==> src/rtl/ext_irq_params.svh <==
// Register offsets, field positions, reset values and vectors for ext irq
`ifndef EXT_IRQ_PARAMS_SVH
`define EXT_IRQ_PARAMS_SVH

// Printed offsets (not all multiples of four): kept as indices
`define IDX_TIMER_EXT_INT_CONTROL  8'h88
`define IDX_EDGE_SELECT_LOW        8'h8f
`define IDX_INTERRUPT_ENABLE_MAIN  8'ha8
`define IDX_AUX_INTERRUPT_REQUESTS 8'hc0
`define IDX_EDGE_SELECT_HIGH       8'hc7
// Own registers: status and mask of the level interrupt
`define IDX_EVENT_STATUS           8'hd0
`define IDX_EVENT_MASK             8'hd1
// Vector readback register; writes to it have no effect
`define IDX_SERVICE                8'hd2

// Edge select encodings
`define EDGE_RISE                  2'h1
`define EDGE_FALL                  2'h2
`define EDGE_BOTH                  2'h3
`define EDGE_RESET                 2'h2
`define EDGE_LOW_RESET             8'haa
`define EDGE_HIGH_RESET            8'h02

// Enable register fields
`define GLOBAL_EN_BIT              7
`define EN_BIT_0                   0
`define EN_BIT_1                   2
`define EN_BIT_2                   4
`define EN_BIT_3                   5
`define EN_BIT_4                   6
// Flag fields
`define FLAG_BIT_0                 1
`define FLAG_BIT_1                 3
`define FLAG_BIT_2                 0
`define FLAG_BIT_3                 1
`define FLAG_BIT_4                 2

// Fixed vectors per source
`define VEC_0                      16'h0003
`define VEC_1                      16'h0083
`define VEC_2                      16'h0043
`define VEC_3                      16'h0033
`define VEC_4                      16'h00c3

`endif

==> src/rtl/ext_irq_pkg.sv <==
// Types shared by the external edge interrupt block
package ext_irq_pkg;
  typedef logic [1:0] edge_sel_type;   // Trigger edge selection
  typedef logic [4:0] src_vec_type;    // One bit per source
  typedef enum logic [1:0] {
    apb_idle_st,
    apb_access_st
  } apb_state_type;
endpackage

==> src/rtl/external_edge_interrupts.sv <==
// External edge interrupt controller with APB register access
//
// Overview of operation
// - Five independent pin edge interrupt sources
// - Edge code 01 rise, 10 fall, 11 both
// - Edge fields packed in two edge registers
// - Edge fields reset to falling edge
// - Enabled edge with global enable sets flag
// - Each source has its fixed vector
// - Serviced flag cleared before routine starts
// - Enable bit 7 is global, resets zero
// - Individual enables at bits 6,5,4,2,0
// - Flags 1,0 at control bits 3,1
// - Flags 4,3,2 at aux bits 2,1,0
// - Flag one means request pending
`timescale 1ns/1ps
`include "ext_irq_params.svh"
module external_edge_interrupts #(
  parameter int NUM_SRC = 5                 // Number of sources
) (
  input  wire logic        pclk,            // APB clock, 20 MHz
  input  wire logic        presetn,         // Async reset, active low
  input  wire logic        psel,            // APB select
  input  wire logic        penable,         // APB access phase
  input  wire logic        pwrite,          // APB direction
  input  wire logic [11:0] paddr,           // APB byte address
  input  wire logic [31:0] pwdata,          // APB write data
  output logic      [31:0] prdata,          // APB read data
  output logic             pready,          // APB ready
  output logic             pslverr,         // APB error
  input  wire logic [4:0]  ext_int_pin,     // Port 2 pins 0..4
  input  wire logic        service_ack,     // Core takes top request
  output logic             cpu_irq_req,     // Request to core
  output logic [15:0]      cpu_irq_vector,  // Vector of top request
  output logic             irq              // Level status interrupt
);
  import ext_irq_pkg::*;

  ////////////////////////////////////////////////////////////////////
  // Registers
  ////////////////////////////////////////////////////////////////////
  edge_sel_type  edge_sel [5];       // Per-source edge selection
  logic [7:0]    enable_main;        // Enable register image
  src_vec_type   request_flag;       // Pending request flags
  src_vec_type   event_status;       // Sticky edge status
  src_vec_type   event_mask;         // Status interrupt mask
  src_vec_type   edge_hit;           // One-cycle edge events
  src_vec_type   src_enable;         // Individual enables in order
  src_vec_type   pending;            // Flags qualified by enables
  src_vec_type   wr_flag_val;        // Flag values from a write
  src_vec_type   wr_flag_sel;        // Which flags a write touches
  src_vec_type   svc_clear;          // Flag cleared by service
  logic [15:0]   top_vector;         // Lookup result
  logic [2:0]    top_src;            // Lookup source number
  logic          top_valid;          // Lookup has request
  apb_state_type apb_state;          // Bus slave state
  logic [7:0]    reg_index;          // Word index of access
  logic          wr_en;              // Write takes effect
  logic          addr_ok;            // Mapped index
  logic          global_en;          // Global enable
  logic          svc_ack_seen;       // Acceptance taken last cycle

  // Stray upper or byte-lane bits map to an unused index, no aliasing
  assign reg_index = (paddr[11:10] == 2'h0 && paddr[1:0] == 2'h0) ?
                     paddr[9:2] : 8'hff;
  assign wr_en     = psel && penable && pwrite && pready;
  assign global_en = enable_main[`GLOBAL_EN_BIT];
  // Enables gathered in source order
  assign src_enable = {enable_main[`EN_BIT_4], enable_main[`EN_BIT_3],
                       enable_main[`EN_BIT_2], enable_main[`EN_BIT_1],
                       enable_main[`EN_BIT_0]};
  assign pending = global_en ? (request_flag & src_enable) : 5'h00;

  // Mapped index check
  always_comb begin
    case (reg_index)
      `IDX_TIMER_EXT_INT_CONTROL,  `IDX_EDGE_SELECT_LOW,
      `IDX_INTERRUPT_ENABLE_MAIN,  `IDX_AUX_INTERRUPT_REQUESTS,
      `IDX_EDGE_SELECT_HIGH,       `IDX_EVENT_STATUS,
      `IDX_EVENT_MASK,             `IDX_SERVICE: addr_ok = 1'b1;
      default: addr_ok = 1'b0;
    endcase
  end

  ////////////////////////////////////////////////////////////////////
  // Edge detectors, one per source
  ////////////////////////////////////////////////////////////////////
  genvar gi;
  generate
    for (gi = 0; gi < NUM_SRC; gi++) begin : g_src
      pin_edge_detect u_det (
        .pclk     (pclk),
        .presetn  (presetn),
        .pin      (ext_int_pin[gi]),
        .edge_sel (edge_sel[gi]),
        .edge_hit (edge_hit[gi])
      );
    end
  endgenerate

  ////////////////////////////////////////////////////////////////////
  // Edge select registers
  ////////////////////////////////////////////////////////////////////
  // Reset to falling edge; fields packed two bits each
  always_ff @(posedge pclk or negedge presetn) begin
    if (!presetn) begin
      for (int i = 0; i < 5; i++) begin
        edge_sel[i] <= `EDGE_RESET;
      end
    end else if (wr_en && reg_index == `IDX_EDGE_SELECT_LOW) begin
      edge_sel[0] <= pwdata[1:0];
      edge_sel[1] <= pwdata[3:2];
      edge_sel[2] <= pwdata[5:4];
      edge_sel[3] <= pwdata[7:6];
    end else if (wr_en && reg_index == `IDX_EDGE_SELECT_HIGH) begin
      edge_sel[4] <= pwdata[1:0];
    end
  end

  ////////////////////////////////////////////////////////////////////
  // Enable register
  ////////////////////////////////////////////////////////////////////
  // Timer enables in bits 3 and 1 are stored but unused here
  always_ff @(posedge pclk or negedge presetn) begin
    if (!presetn) begin
      enable_main <= 8'h00;
    end else if (wr_en && reg_index == `IDX_INTERRUPT_ENABLE_MAIN) begin
      enable_main <= pwdata[7:0];
    end
  end

  ////////////////////////////////////////////////////////////////////
  // Request flags
  ////////////////////////////////////////////////////////////////////
  // Decode which flags a software write touches
  always_comb begin
    wr_flag_sel = 5'h00;
    wr_flag_val = 5'h00;
    if (wr_en && reg_index == `IDX_TIMER_EXT_INT_CONTROL) begin
      wr_flag_sel[1:0] = 2'h3;
      wr_flag_val[0]   = pwdata[`FLAG_BIT_0];
      wr_flag_val[1]   = pwdata[`FLAG_BIT_1];
    end else if (wr_en && reg_index == `IDX_AUX_INTERRUPT_REQUESTS) begin
      wr_flag_sel[4:2] = 3'h7;
      wr_flag_val[2]   = pwdata[`FLAG_BIT_2];
      wr_flag_val[3]   = pwdata[`FLAG_BIT_3];
      wr_flag_val[4]   = pwdata[`FLAG_BIT_4];
    end
  end

  // Service clears the chosen source's flag on acceptance
  always_comb begin
    svc_clear = 5'h00;
    if (service_ack && top_valid) begin
      svc_clear[top_src] = 1'b1;
    end
  end

  // Edge set wins over software write and service clear
  always_ff @(posedge pclk or negedge presetn) begin
    if (!presetn) begin
      request_flag <= 5'h00;
    end else begin
      for (int i = 0; i < 5; i++) begin
        if (edge_hit[i] && src_enable[i] && global_en) begin
          request_flag[i] <= 1'b1;
        end else if (wr_flag_sel[i]) begin
          request_flag[i] <= wr_flag_val[i];
        end else if (svc_clear[i]) begin
          request_flag[i] <= 1'b0;
        end
      end
    end
  end

  ////////////////////////////////////////////////////////////////////
  // Sticky status, mask and level interrupt
  ////////////////////////////////////////////////////////////////////
  // Status records every qualifying edge; write one clears
  always_ff @(posedge pclk or negedge presetn) begin
    if (!presetn) begin
      event_status <= 5'h00;
    end else if (wr_en && reg_index == `IDX_EVENT_STATUS) begin
      event_status <= (event_status & ~pwdata[4:0]) | edge_hit;
    end else begin
      event_status <= event_status | edge_hit;
    end
  end

  // Mask of same layout, one enables
  always_ff @(posedge pclk or negedge presetn) begin
    if (!presetn) begin
      event_mask <= 5'h00;
    end else if (wr_en && reg_index == `IDX_EVENT_MASK) begin
      event_mask <= pwdata[4:0];
    end
  end

  // Registered level interrupt
  always_ff @(posedge pclk or negedge presetn) begin
    if (!presetn) begin
      irq <= 1'b0;
    end else begin
      irq <= |(event_status & event_mask);
    end
  end

  ////////////////////////////////////////////////////////////////////
  // Core request path
  ////////////////////////////////////////////////////////////////////
  vector_lookup u_vec (
    .pclk    (pclk),
    .presetn (presetn),
    .pending (pending),
    .vector  (top_vector),
    .src_id  (top_src),
    .valid   (top_valid)
  );

  // Request drops as soon as it is taken, to avoid double service;
  // held low one more cycle while the lookup still shows the old source
  always_ff @(posedge pclk or negedge presetn) begin
    if (!presetn) begin
      cpu_irq_req    <= 1'b0;
      cpu_irq_vector <= 16'h0000;
      svc_ack_seen   <= 1'b0;
    end else begin
      svc_ack_seen   <= service_ack;
      cpu_irq_req    <= top_valid && !service_ack &&
                        !svc_ack_seen;
      cpu_irq_vector <= top_vector;
    end
  end

  ////////////////////////////////////////////////////////////////////
  // APB slave
  ////////////////////////////////////////////////////////////////////
  // One wait state: ready in second access cycle
  always_ff @(posedge pclk or negedge presetn) begin
    if (!presetn) begin
      apb_state <= apb_idle_st;
      pready    <= 1'b0;
      pslverr   <= 1'b0;
      prdata    <= 32'h00000000;
    end else begin
      case (apb_state)
        apb_idle_st: begin
          pready  <= 1'b0;
          pslverr <= 1'b0;
          if (psel && penable) begin
            apb_state <= apb_access_st;
            pready    <= 1'b1;
            pslverr   <= !addr_ok;
            prdata    <= 32'h00000000;
            if (!pwrite) begin
              case (reg_index)
                `IDX_TIMER_EXT_INT_CONTROL:
                  prdata[7:0] <= {4'h0, request_flag[1], 1'b0,
                                  request_flag[0], 1'b0};
                `IDX_EDGE_SELECT_LOW:
                  prdata[7:0] <= {edge_sel[3], edge_sel[2],
                                  edge_sel[1], edge_sel[0]};
                `IDX_INTERRUPT_ENABLE_MAIN:
                  prdata[7:0] <= enable_main;
                `IDX_AUX_INTERRUPT_REQUESTS:
                  prdata[7:0] <= {5'h00, request_flag[4:2]};
                `IDX_EDGE_SELECT_HIGH:
                  prdata[7:0] <= {6'h00, edge_sel[4]};
                `IDX_EVENT_STATUS:
                  prdata[7:0] <= {3'h0, event_status};
                `IDX_EVENT_MASK:
                  prdata[7:0] <= {3'h0, event_mask};
                `IDX_SERVICE:
                  prdata[23:0] <= {top_vector, top_valid, 4'h0, top_src};
                default:
                  prdata <= 32'h00000000;
              endcase
            end
          end
        end
        apb_access_st: begin
          apb_state <= apb_idle_st;
          pready    <= 1'b0;
          pslverr   <= 1'b0;
        end
        default: begin
          apb_state <= apb_idle_st;
          pready    <= 1'b0;
        end
      endcase
    end
  end
endmodule // external_edge_interrupts

==> src/rtl/pin_edge_detect.sv <==
// Synchroniser and edge detector for one external pin
`timescale 1ns/1ps
module pin_edge_detect (
  input  wire logic                       pclk,      // System clock
  input  wire logic                       presetn,   // Async reset, low
  input  wire logic                       pin,       // Raw pin level
  input  wire ext_irq_pkg::edge_sel_type  edge_sel,  // Edge selection
  output logic                            edge_hit   // One-cycle event
);
  import ext_irq_pkg::*;

  logic sync_first;   // First stage, read only by second
  logic sync_second;  // Settled level
  logic sync_prev;    // Previous settled level

  // Two-stage synchroniser then one compare stage
  always_ff @(posedge pclk or negedge presetn) begin
    if (!presetn) begin
      sync_first  <= 1'b1;
      sync_second <= 1'b1;
      sync_prev   <= 1'b1;
    end else begin
      sync_first  <= pin;
      sync_second <= sync_first;
      sync_prev   <= sync_second;
    end
  end

  // Qualify edge by selection; reserved code gives no event
  always_ff @(posedge pclk or negedge presetn) begin
    if (!presetn) begin
      edge_hit <= 1'b0;
    end else begin
      edge_hit <= (edge_sel[0] && sync_second && !sync_prev) ||
                  (edge_sel[1] && !sync_second && sync_prev);
    end
  end
endmodule // pin_edge_detect

==> src/rtl/vector_lookup.sv <==
// Registered lookup of the fixed service vector per source
`timescale 1ns/1ps
`include "ext_irq_params.svh"
module vector_lookup (
  input  wire logic                      pclk,     // System clock
  input  wire logic                      presetn,  // Async reset, low
  input  wire ext_irq_pkg::src_vec_type  pending,  // Gated requests
  output logic [15:0]                    vector,   // Chosen vector
  output logic [2:0]                     src_id,   // Chosen source
  output logic                           valid     // Any request
);
  import ext_irq_pkg::*;

  // Fixed priority, lowest source number first
  always_ff @(posedge pclk or negedge presetn) begin
    if (!presetn) begin
      vector <= 16'h0000;
      src_id <= 3'h0;
      valid  <= 1'b0;
    end else begin
      valid <= |pending;
      if (pending[0]) begin
        vector <= `VEC_0;
        src_id <= 3'h0;
      end else if (pending[1]) begin
        vector <= `VEC_1;
        src_id <= 3'h1;
      end else if (pending[2]) begin
        vector <= `VEC_2;
        src_id <= 3'h2;
      end else if (pending[3]) begin
        vector <= `VEC_3;
        src_id <= 3'h3;
      end else if (pending[4]) begin
        vector <= `VEC_4;
        src_id <= 3'h4;
      end else begin
        vector <= 16'h0000;
        src_id <= 3'h0;
      end
    end
  end
endmodule // vector_lookup
==> config.mk <==
export PLATFORM = sky130hd
export DESIGN_NAME = external_edge_interrupts
export DESIGN_NICKNAME = d
export VERILOG_FILES = /design/src/rtl/ext_irq_pkg.sv /design/src/rtl/external_edge_interrupts.sv /design/src/rtl/pin_edge_detect.sv /design/src/rtl/vector_lookup.sv
export VERILOG_INCLUDE_DIRS = /design/src /design/src/rtl
export SDC_FILE = /design/constraint.sdc
export NUM_CORES = 1
export LEC_CHECK = 0
export ABC_AREA = 1
export BUFFER_PORTS_ARGS = -buffer_cell sky130_fd_sc_hd__buf_2
export CAP_MARGIN = 40
export CORE_UTILIZATION = 45
export DETAILED_ROUTE_END_ITERATION = 16
export PLACE_DENSITY = 0.7
export SLEW_MARGIN = 20
export SYNTH_ARGS = -nofsm -noshare
export SYNTH_HDL_FRONTEND = slang
export SYNTH_SLANG_ARGS = --single-unit
==> constraint.sdc <==
create_clock -name pclk -period 4.2 [get_ports pclk]
set_input_delay 0.42 -clock pclk [delete_from_list [all_inputs] [get_ports pclk]]
set_output_delay 0.42 -clock pclk [all_outputs]
set_load 0.005 [all_outputs]
==> results of run 1 <==
## area by class of cell
| class | count | area (µm²) |
|---|---|---|
| clock inverters | 6 | 71.3 |
| repair buffers | 55 | 300 |
| inverters | 41 | 154 |
| multi-input cells | 312 | 1630 |
| flip-flops and latches | 83 | 2100 |
| clock buffers | 10 | 138 |
| fillers | 822 | 4190 |
| well taps | 108 | 135 |
## worst max path at each step
stage | from | end | cells past startpoint
6_report | paddr[1] | prdata[2] | 9
4_1_cts | paddr[11] | prdata[2] | 9
2_1_floorplan | paddr[11] | enable_main[7] | 9
3_5_place_dp | paddr[11] | prdata[5] | 10
5_1_grt | paddr[1] | prdata[1] | 10
3_3_place_gp | paddr[11] | prdata[2] | 10
## layer usage
metal	vias up	wire length, µm	GRT usage
met5	-	0	0
met1	1486	4210	0.296
met3	18	530	0.0482
met2	123	4020	0.302
li1	1535	-	-
met4	0	221	0.0712
## logic make-up (layout without fill, tap and decap cells)
kind of cell,count (synthesis),after routing,synth area share
AOI/OAI and AO/OA,55,55,0.0874
other,1,28,0.000922
buffers and inverters,79,112,0.108
DFF,83,83,0.517
and+or+nand+nor,229,229,0.287
## cells in the final DEF (no fill, tap or decap), types with 4 or more instances in the layout
cell	Yosys	final
a21oi_1	6	6
buf_2	0	53
clkbuf_8	0	10
conb_1	1	28
dfrtp_1	63	63
dfstp_2	20	20
inv_1	38	38
nand2_1	101	101
nand3_1	46	46
nand3b_1	4	4
nand4_1	22	22
nor2_1	28	28
nor2_2	7	7
nor2_4	6	6
o211ai_1	4	4
o21ai_0	17	17
o21ai_1	8	8
o21ai_2	16	16
## synthesized netlist by cell type, types with 2 or more instances
| cell type | number | share of area |
|---|---|---|
| o21ai_0 | 17 | 0.021 |
| nor3_1 | 2 | 0.0025 |
| inv_2 | 3 | 0.0028 |
| o21ai_1 | 8 | 0.0098 |
| nand3_4 | 2 | 0.0086 |
| nand3b_1 | 4 | 0.0074 |
| nand2_4 | 3 | 0.0083 |
| a21oi_1 | 6 | 0.0074 |
| nand2_1 | 101 | 0.093 |
| nand4_4 | 2 | 0.010 |
| clkbuf_1 | 2 | 0.0018 |
| buf_6 | 2 | 0.0055 |
| dfstp_2 | 20 | 0.13 |
| nand4_1 | 22 | 0.034 |
| nand2_2 | 3 | 0.0046 |
| o211ai_1 | 4 | 0.0074 |
| o21ai_2 | 16 | 0.034 |
| nand3_1 | 46 | 0.057 |
| inv_1 | 38 | 0.035 |
| dfrtp_1 | 63 | 0.39 |
| nor2_4 | 6 | 0.017 |
| o21a_1 | 2 | 0.0037 |
| nor2_1 | 28 | 0.026 |
| nor2_2 | 7 | 0.011 |
| buf_4 | 34 | 0.063 |
## sequential cells by signal (all words and copies together), names as in the netlist, 4 cells and up
register,count
edge_sel,10
g_src.u_det.sync_first,5
g_src.u_det.edge_hit,5
u_vec.vector,4
prdata,12
request_flag,5
cpu_irq_vector,4
g_src.u_det.sync_prev,5
g_src.u_det.sync_second,5
enable_main,8
event_status,5
event_mask,5
## power breakdown
part	switching [µW]	leakage, µW	internal (µW)	total, µW
Combinational	56.1	0.00113	19.6	75.7
Sequential	4.35	0.00104	814	818
Clock	307	0.0000995	296	603
Total	367	0.00227	1130	1500
## metrics by stage
step                hold WS, ns  std cells   util  setup slack, ns
finish                   0.0241        615  0.519             2.06
global route             0.0468        615  0.519             1.79
CTS                      0.0272        615  0.519             2.09
detailed placement        0.348        599  0.495             1.72
global placement          0.347        598  0.492             1.74
floorplan                 0.124        474      -             2.56
==> flow_metrics.env, run 1 <==
export IMPL_worst_clock_skew_ns=0.0104
export IMPL_first_global_vias=2915
export IMPL_crit_family="simple AND/OR/NAND/NOR gates"
export IMPL_grt_usage=0.205
export IMPL_cp_slowest_cell="nor2_1"
export IMPL_max_stage_delay_ns=0.64
export IMPL_clock_path_buffers=2
export IMPL_power_uw=1500
export IMPL_worst_pin_slew_ns=0.816
export IMPL_drv_cap=0
export IMPL_drc=0
export IMPL_hold_viol_final=0
export IMPL_hp_class="in -> async"
export IMPL_clkLatencyLatePin_ns=0.35
export IMPL_r2r_start="apb_state[0]"
export IMPL_rsz0062_at_grt="false"
export IMPL_die_height_um=97.1
export IMPL_portBuffers=54
export IMPL_postCtsSetupRepairBufs=0
export IMPL_clk_pin_slew_ns=0.09
export IMPL_io_pins=107
export IMPL_synth_edf_count=0
export IMPL_synth_distinct_cells=31
export IMPL_period_share=0.510
export IMPL_finalSetupTns_ns=0
export IMPL_ant_nets=0
export IMPL_ys_seq_area_frac=0.517
export IMPL_nNetsFinal=557
export IMPL_die_w_um=97.1
export IMPL_grt_antenna_before_repair=0
export IMPL_drive_above_1_share=0.266
export IMPL_async_reset_ff_frac=1.00
export IMPL_ir_drop_v=0.000181
export IMPL_post_cts_resized=0
export IMPL_crit_arrival_ns=2.43
export IMPL_syn_inst=447
export IMPL_required_ns=4.49
export IMPL_dp_hpwl_mm=6.68
export IMPL_wire_per_inst_um=14.6
export IMPL_drv_slew=0
export IMPL_max_freq_mhz=467
export IMPL_yosysWarnings=0
export IMPL_wirelength_mm=8.99
export IMPL_reg2reg_to="prdata[13]"
export IMPL_cts_tree="done"
export IMPL_end_kind="flip-flop"
export IMPL_ys_flop_type="dfrtp_1"
export IMPL_fp_row_count=34
export IMPL_routed_via_density=5.14
export IMPL_core_area_um2=8720
export IMPL_first_pass_iters=5
export IMPL_crit_fanout=11
export IMPL_initial_core_util=0.466
export IMPL_path_cells="buf_2 > nor2_4 > nand3_4 > nor2_1 > nand3_1 > o21a_1 > nand2_1 > nand3_1 > nand2_1"
export IMPL_p_leak_uw=0.00227
export IMPL_relSlewSlack=0.454
export IMPL_grt_pass1_wl_mm=15.0
export IMPL_initialDrtViolationCount=252
export IMPL_area_delta_synth_final_pct=11.3
export IMPL_ctsHoldBuffers=0
export IMPL_criticalPathCategory="in -> reg"
export IMPL_die_area_um2=9420
export IMPL_syn_avg_cell_area_um2=9.10
export IMPL_synthesis_area_um2=4070
export IMPL_reg2regPathDepth=5
export IMPL_synth_seq_cells=83
export IMPL_cts_htree_levels=3
export IMPL_setup_viol=0
export IMPL_routabilityCongestion=0.889
export IMPL_cts_num_sinks=83
export IMPL_cts_inserted_buffers=9
export IMPL_outcome="finished, final reports clean"
export IMPL_final_cell_area_um2=4530
export IMPL_placed_cell_area_um2=4320
export IMPL_grt_ovfl_total=0
export IMPL_grt_max_degree=48
export IMPL_reg2reg_slack_ns=2.35
export IMPL_vias=3162
export IMPL_cts_root_buf="clkbuf_8"
export IMPL_crit_buf_inv=1
export IMPL_start_kind="input port"
export IMPL_layout_min_cycle_time_ns=2.14
export IMPL_n_antenna_cell=0
export IMPL_power_density_cell_area_nw_per_um2=331
No activity file was read; power rests on OpenSTA's default activity.
==> run 2, diff against run 1 <==
Settings changed: ABC_AREA 1 to 0, PLACE_DENSITY 0.7 to 0.73.
Clock period 4.2 ns to 1.9 ns, I/O delays scaled along.
==> run 2 against run 1 <==
  * Clock power grew 130%
  * Combinational power grew to 2.7 times the previous value
  * Global-route usage is essentially flat
==> flow_metrics.env, run 2 <==
export IMPL_synth_distinct_cells=53
export IMPL_yosysTopAreaCellShare=0.411
export IMPL_wire_per_inst_um=15.8
export IMPL_yosysWarnings=0
export IMPL_async_reset_ff_frac=1.00
export IMPL_yosys_area_share_simple=0.194
export IMPL_wirelength_mm=8.26
export IMPL_synthesis_area_um2=3840
export IMPL_fp_row_count=33
export IMPL_required_ns=2.12
export IMPL_synth_compound_area_share=0.0946
export IMPL_p_leak_uw=0.00221
export IMPL_routed_via_density=5.35
export IMPL_first_global_vias=2668
export IMPL_ys_seq_area_frac=0.548
export IMPL_grt_max_degree=43
export IMPL_synthTopCellsByArea="dfrtp_1 (41%), dfstp_2 (14%), buf_4 (6.3%)"
export IMPL_place_ws_ns=-0.0260
export IMPL_multi_input_area_um2=1540
export IMPL_drive_above_1_share=0.347
export IMPL_synth_most_common_cell="dfrtp_1"
export IMPL_drv_slew=0
export IMPL_cts_inserted_buffers=9
export IMPL_synth_top_family_by_area="simple AND/OR/NAND/NOR gates"
export IMPL_yosys_area_share_xor_xnor=0
export IMPL_grt_usage=0.205
export IMPL_relSlewSlack=0.604
export IMPL_start_kind="flip-flop"
export IMPL_crit_arrival_ns=1.90
export IMPL_setup_slack_ns=0.214
export IMPL_muxShareOfSynthArea=0.0851
export IMPL_max_freq_mhz=593
export IMPL_p_comb_frac=0.059
export IMPL_cts_htree_levels=3
export IMPL_worst_pin_slew_ns=0.579
export IMPL_period_share=0.887
export IMPL_n_antenna_cell=0
export IMPL_final_common_cell="dfrtp_1"
export IMPL_post_cts_resized=0
export IMPL_routabilityCongestion=0.949
export IMPL_clock_path_buffers=2
export IMPL_grt_pass1_wl_mm=13.5
export IMPL_power_uw=3420
export IMPL_dp_hpwl_mm=6.16
export IMPL_drc=0
export IMPL_yosys_area_top_type="dfrtp_1"
export IMPL_synthAdderAreaFrac=0
export IMPL_p_switching_uw=767
export IMPL_die_height_um=94.3
export IMPL_io_pins=107
export IMPL_first_pass_iters=5
export IMPL_syn_avg_cell_area_um2=11.5
export IMPL_outcome="finished, final reports clean"
export IMPL_area_delta_synth_final_pct=18.9
export IMPL_ys_flop_type="dfrtp_1"
export IMPL_synth_top_cells_by_count="dfrtp_1 (63), nand2_1 (44), buf_4 (32)"
export IMPL_fill_cells=706
export IMPL_switching_share=0.224
export IMPL_criticalPathCategory="reg -> reg"
export IMPL_die_area_um2=8900
export IMPL_p_int_uw=2650
export IMPL_clk_pin_slew_ns=0.09
export IMPL_reg_top3="prdata: 12 flops, edge_sel: 10 flops, enable_main: 8 flops"
export IMPL_p_seq_frac=0.529
export IMPL_ant_nets=0
export IMPL_hold_ws_ns=0.0725
export IMPL_grt_ovfl_total=0
export IMPL_core_area_um2=8220
export IMPL_final_util=0.555
export IMPL_largest_register_ffs=12
export IMPL_top_register="prdata"
export IMPL_cts_root_buf="clkbuf_8"
export IMPL_ir_drop_v=0.000517
export IMPL_power_density_cell_area_nw_per_um2=750
export IMPL_seq_area_um2=2100
export IMPL_cts_num_sinks=83
export IMPL_drv_cap=0
export IMPL_synth_seq_cells=83
export IMPL_worst_clock_skew_ns=0.0110
export IMPL_rsz0062_at_grt="false"
export IMPL_nNetsFinal=468
export IMPL_end_kind="flip-flop"
export IMPL_final_cells=523
export IMPL_syn_inst=333
export IMPL_die_w_um=94.3
export IMPL_post_place_cells=500
export IMPL_layout_min_cycle_time_ns=1.69
export IMPL_hp_class="in -> reg"
export IMPL_mostFrequentLayoutCells="dfrtp_1 (63), buf_2 (53), nand2_1 (44), conb_1 (28), mux2_2 (21)"
export IMPL_setup_viol=0
export IMPL_hold_viol_final=0
export IMPL_initialDrtViolationCount=217
export IMPL_portBuffers=54
export IMPL_vias=2797
export IMPL_clkPwrFrac=0.412
export IMPL_grt_antenna_before_repair=0
export IMPL_synth_edf_count=0
export IMPL_cts_tree="done"
export IMPL_crit_fanout=3
export IMPL_initial_core_util=0.467
export IMPL_clkLatencyLatePin_ns=0.36
==> run 2: changes by cell type in the layout (fill, tap and decap cells not counted), moves of 9 or more <==
cell / change
nand4_1: -17
nor2_1: -19
mux2_2: +21
buf_4: +18
nand3_1: -33
inv_1: -32
nand2_1: -57
mux2i_1: +9
o21ai_2: -16
==> run 2: area by class of cell <==
cell class              count  area share
repair buffers             82       0.118
well taps                 105      0.0288
inverters                   6     0.00494
clock buffers              11      0.0310
flip-flops and latches     83       0.461
clock inverters             5      0.0184
multi-input cells         231       0.338
==> run 2: final timing paths <==
check                                          start                         end  slack (ns)  cells past startpoint
setup / recovery                       event_mask[1]                   prdata[1]        0.21                      5
hold / removal                             pwdata[7]              enable_main[7]        0.07                      2
setup reg to reg                       event_mask[1]                   prdata[1]        0.21                      5
hold reg to reg            g_src[4].u_det.sync_first  g_src[4].u_det.sync_second        0.36                      0
max in group asynchronous                    presetn                 edge_sel[1]        0.93                      3
min in group asynchronous                    presetn     g_src[4].u_det.edge_hit        0.35                      2
==> run 2: what timing repair did <==
item,CTS,global route
hold buffers,7,0
hold endpoints to repair,27,0
buffers inserted,0,0
setup endpoints to repair,0,0
==> run 2: per-layer routing <==
| layer | track usage | vias up | wire length, µm |
|---|---|---|---|
| met3 | 0.0612 | 26 | 605 |
| li1 | - | 1299 | - |
| met1 | 0.270 | 1334 | 3500 |
| met5 | 0 | - | 0 |
| met4 | 0.0808 | 0 | 192 |
| met2 | 0.316 | 138 | 3970 |
==> run 2: power by group through the flow <==
stage	sequential (µW)	clock, µW	combinational (µW)
final	1810	1410	201
after global routing	1810	1530	226
after CTS	1810	1450	202
after detailed placement	1840	0	190
after global placement	1840	0	186
after floorplan	1840	0	115
==> run 2: per-stage QoR <==
step,TNS [ns],cell area [µm²]
3_3_place_gp,0,4260
4_1_cts,0,4560
2_1_floorplan,0,3940
6_report,0,4560
5_1_grt,0,4560
3_5_place_dp,-0.0445,4260
==> run 2: kinds of logic (layout without fill, tap and decap cells) <==
logic type / after synthesis / after routing
compound gates: 53 / 53
buf+inv: 46 / 104
flops: 83 / 83
mux: 30 / 30
other cells: 1 / 28
simple gates: 120 / 120
==> run 2: worst max-delay path, cell delays in order, from the launching register on <==
cell and delay, ns:
dfrtp_1 0.40, mux2i_1 0.19, a2bb2oi_1 0.19, nor3_1 0.06
a2111oi_0 0.55, o21ai_0 0.15
==> run 3, diff against run 2 <==
Settings changed: PLACE_DENSITY 0.73 to 0.7.
Clock period 1.9 ns to 2.1 ns, I/O delays scaled along.
==> run 3 against run 2 <==
  * Via count is 2.0% lower
  * Worst hold slack better by 0.033 ns
  * Combinational power decreased by 14%
  * Largest cell class unchanged
  * Cell count fell by 1.5%
  * Non-clock buffer count is 8 lower
  * Sequential share of layout area rose by 1.3 points
  * Register-to-register slack improved by 0.06 ns
  * Clock power decreased by 23%
  * Critical path depth unchanged
  * Global-route usage fell by 1.4 points
  * Utilization fell by 1.5 points
==> flow_metrics.env, run 3 (same netlist as run 2, synthesis figures left out) <==
export IMPL_first_pass_iters=5
export IMPL_wirelength_mm=7.93
export IMPL_start_kind="flip-flop"
export IMPL_core_area_um2=8220
export IMPL_initialDrtViolationCount=175
export IMPL_max_freq_mhz=547
export IMPL_p_leak_uw=0.00215
export IMPL_crit_arrival_ns=2.06
export IMPL_largest_register_ffs=12
export IMPL_clkLatencyLatePin_ns=0.35
export IMPL_power_density_cell_area_nw_per_um2=652
export IMPL_reg_top3="prdata: 12 flops, edge_sel: 10 flops, enable_main: 8 flops"
export IMPL_grt_max_degree=56
export IMPL_routed_via_density=5.32
export IMPL_clk_pin_slew_ns=0.08
export IMPL_finalSetupTns_ns=0
export IMPL_worst_clock_skew_ns=0.0102
export IMPL_postCtsSetupRepairBufs=0
export IMPL_wire_per_inst_um=15.4
export IMPL_grt_antenna_before_repair=0
export IMPL_die_area_um2=8900
export IMPL_fill_cells=752
export IMPL_outcome="finished, final reports clean"
export IMPL_p_seq_frac=0.565
export IMPL_mostFrequentLayoutCells="dfrtp_1 (63), buf_2 (53), nand2_1 (44), conb_1 (28), mux2_2 (21)"
export IMPL_initial_core_util=0.467
export IMPL_final_common_cell="dfrtp_1"
export IMPL_drv_cap=0
export IMPL_n_antenna_cell=0
export IMPL_cts_num_sinks=83
export IMPL_relSlewSlack=0.602
export IMPL_cts_tree="done"
export IMPL_grt_ovfl_total=0
export IMPL_portBuffers=54
export IMPL_drive_above_1_share=0.332
export IMPL_crit_fanout=8
export IMPL_first_global_vias=2500
export IMPL_cts_htree_levels=3
export IMPL_p_switching_uw=695
export IMPL_criticalPathCategory="reg -> reg"
export IMPL_switching_share=0.240
export IMPL_routabilityCongestion=0.873
export IMPL_area_delta_synth_final_pct=15.7
export IMPL_hp_class="in -> reg"
export IMPL_clkPwrFrac=0.375
export IMPL_dp_hpwl_mm=5.89
export IMPL_die_height_um=94.3
export IMPL_final_cell_area_um2=4440
export IMPL_clock_path_buffers=2
export IMPL_nNetsFinal=460
export IMPL_die_w_um=94.3
export IMPL_cts_root_buf="clkbuf_8"
export IMPL_period_share=0.870
export IMPL_fp_row_count=33
export IMPL_rsz0062_at_grt="false"
export IMPL_top_register="prdata"
export IMPL_hold_viol_final=0
export IMPL_drc=0
export IMPL_ant_nets=0
export IMPL_p_int_uw=2200
export IMPL_grt_pass1_wl_mm=12.7
export IMPL_cts_inserted_buffers=9
export IMPL_placed_cell_area_um2=4180
export IMPL_ir_drop_v=0.000492
export IMPL_post_cts_resized=0
export IMPL_required_ns=2.33
export IMPL_worst_pin_slew_ns=0.582
export IMPL_setup_viol=0
export IMPL_grt_usage=0.190
export IMPL_layout_min_cycle_time_ns=1.83
export IMPL_end_kind="flip-flop"
export IMPL_vias=2742
export IMPL_drv_slew=0
export IMPL_io_pins=107
export IMPL_p_comb_frac=0.059
[run 3: critical path: stages, from the launching register on]
cell and delay [ns]:
dfrtp_1 0.35, nand4_1 0.28, buf_4 0.26, nor4_4 0.23
buf_4 0.23, mux2_2 0.35
[run 3: per-layer routing]
layer  global-route usage  wire length [µm]  up-vias
met5                    0                 0        -
met4               0.0513                74        0
met3               0.0467               461        7
met2                0.295              3740      112
met1                0.267              3660     1340
li1                     -                 -     1283
[run 3: cell type report]
type | count | area, µm² | area share
sequential | 83 | 2100 | 0.474
multi-input combinational | 231 | 1540 | 0.347
timing repair buffer | 74 | 453 | 0.102
clock buffer | 12 | 156 | 0.0353
tap | 105 | 131 | 0.0296
clock inverter | 4 | 31.3 | 0.00705
inverter | 6 | 22.5 | 0.00508
[run 3: through the flow]
| stage | setup slack [ns] | util | hold WS [ns] | power, µW | instances |
|---|---|---|---|---|---|
| 5_1_grt | 0.199 | 0.540 | 0.0987 | 3010 | 515 |
| 3_5_place_dp | 0.178 | 0.509 | 0.158 | 1830 | 492 |
| 2_1_floorplan | 0.382 | - | -0.0856 | 1770 | 360 |
| 3_3_place_gp | 0.198 | 0.509 | 0.154 | 1830 | 492 |
| 6_report | 0.273 | 0.540 | 0.106 | 2890 | 515 |
| 4_1_cts | 0.260 | 0.540 | 0.0969 | 2930 | 515 |
[run 3: repair_timing]
item	4_1_cts	5_1_grt
endpoints found under the setup margin	0	0
hold buffers	7	0
hold endpoints to repair	21	0
[run 3: final timing paths]
check / from / to / slack, ns / cells after the start
worst max-delay path: pready / edge_sel[2] / 0.27 / 5
worst min-delay path: pwdata[7] / edge_sel[3] / 0.11 / 2
worst max register to register: pready / edge_sel[2] / 0.27 / 5
worst min register to register: g_src[2].u_det.sync_first / g_src[2].u_det.sync_second / 0.36 / 0
max in group asynchronous: presetn / edge_sel[9] / 1.16 / 3
min in group asynchronous: presetn / irq / 0.31 / 2
[run 3: power by group through the flow]
stage,combinational (µW),sequential (µW),clock [µW]
floorplan,104,1670,0
global placement,161,1670,0
detailed placement,164,1670,0
CTS,174,1640,1120
global route,194,1640,1170
finish,172,1640,1090
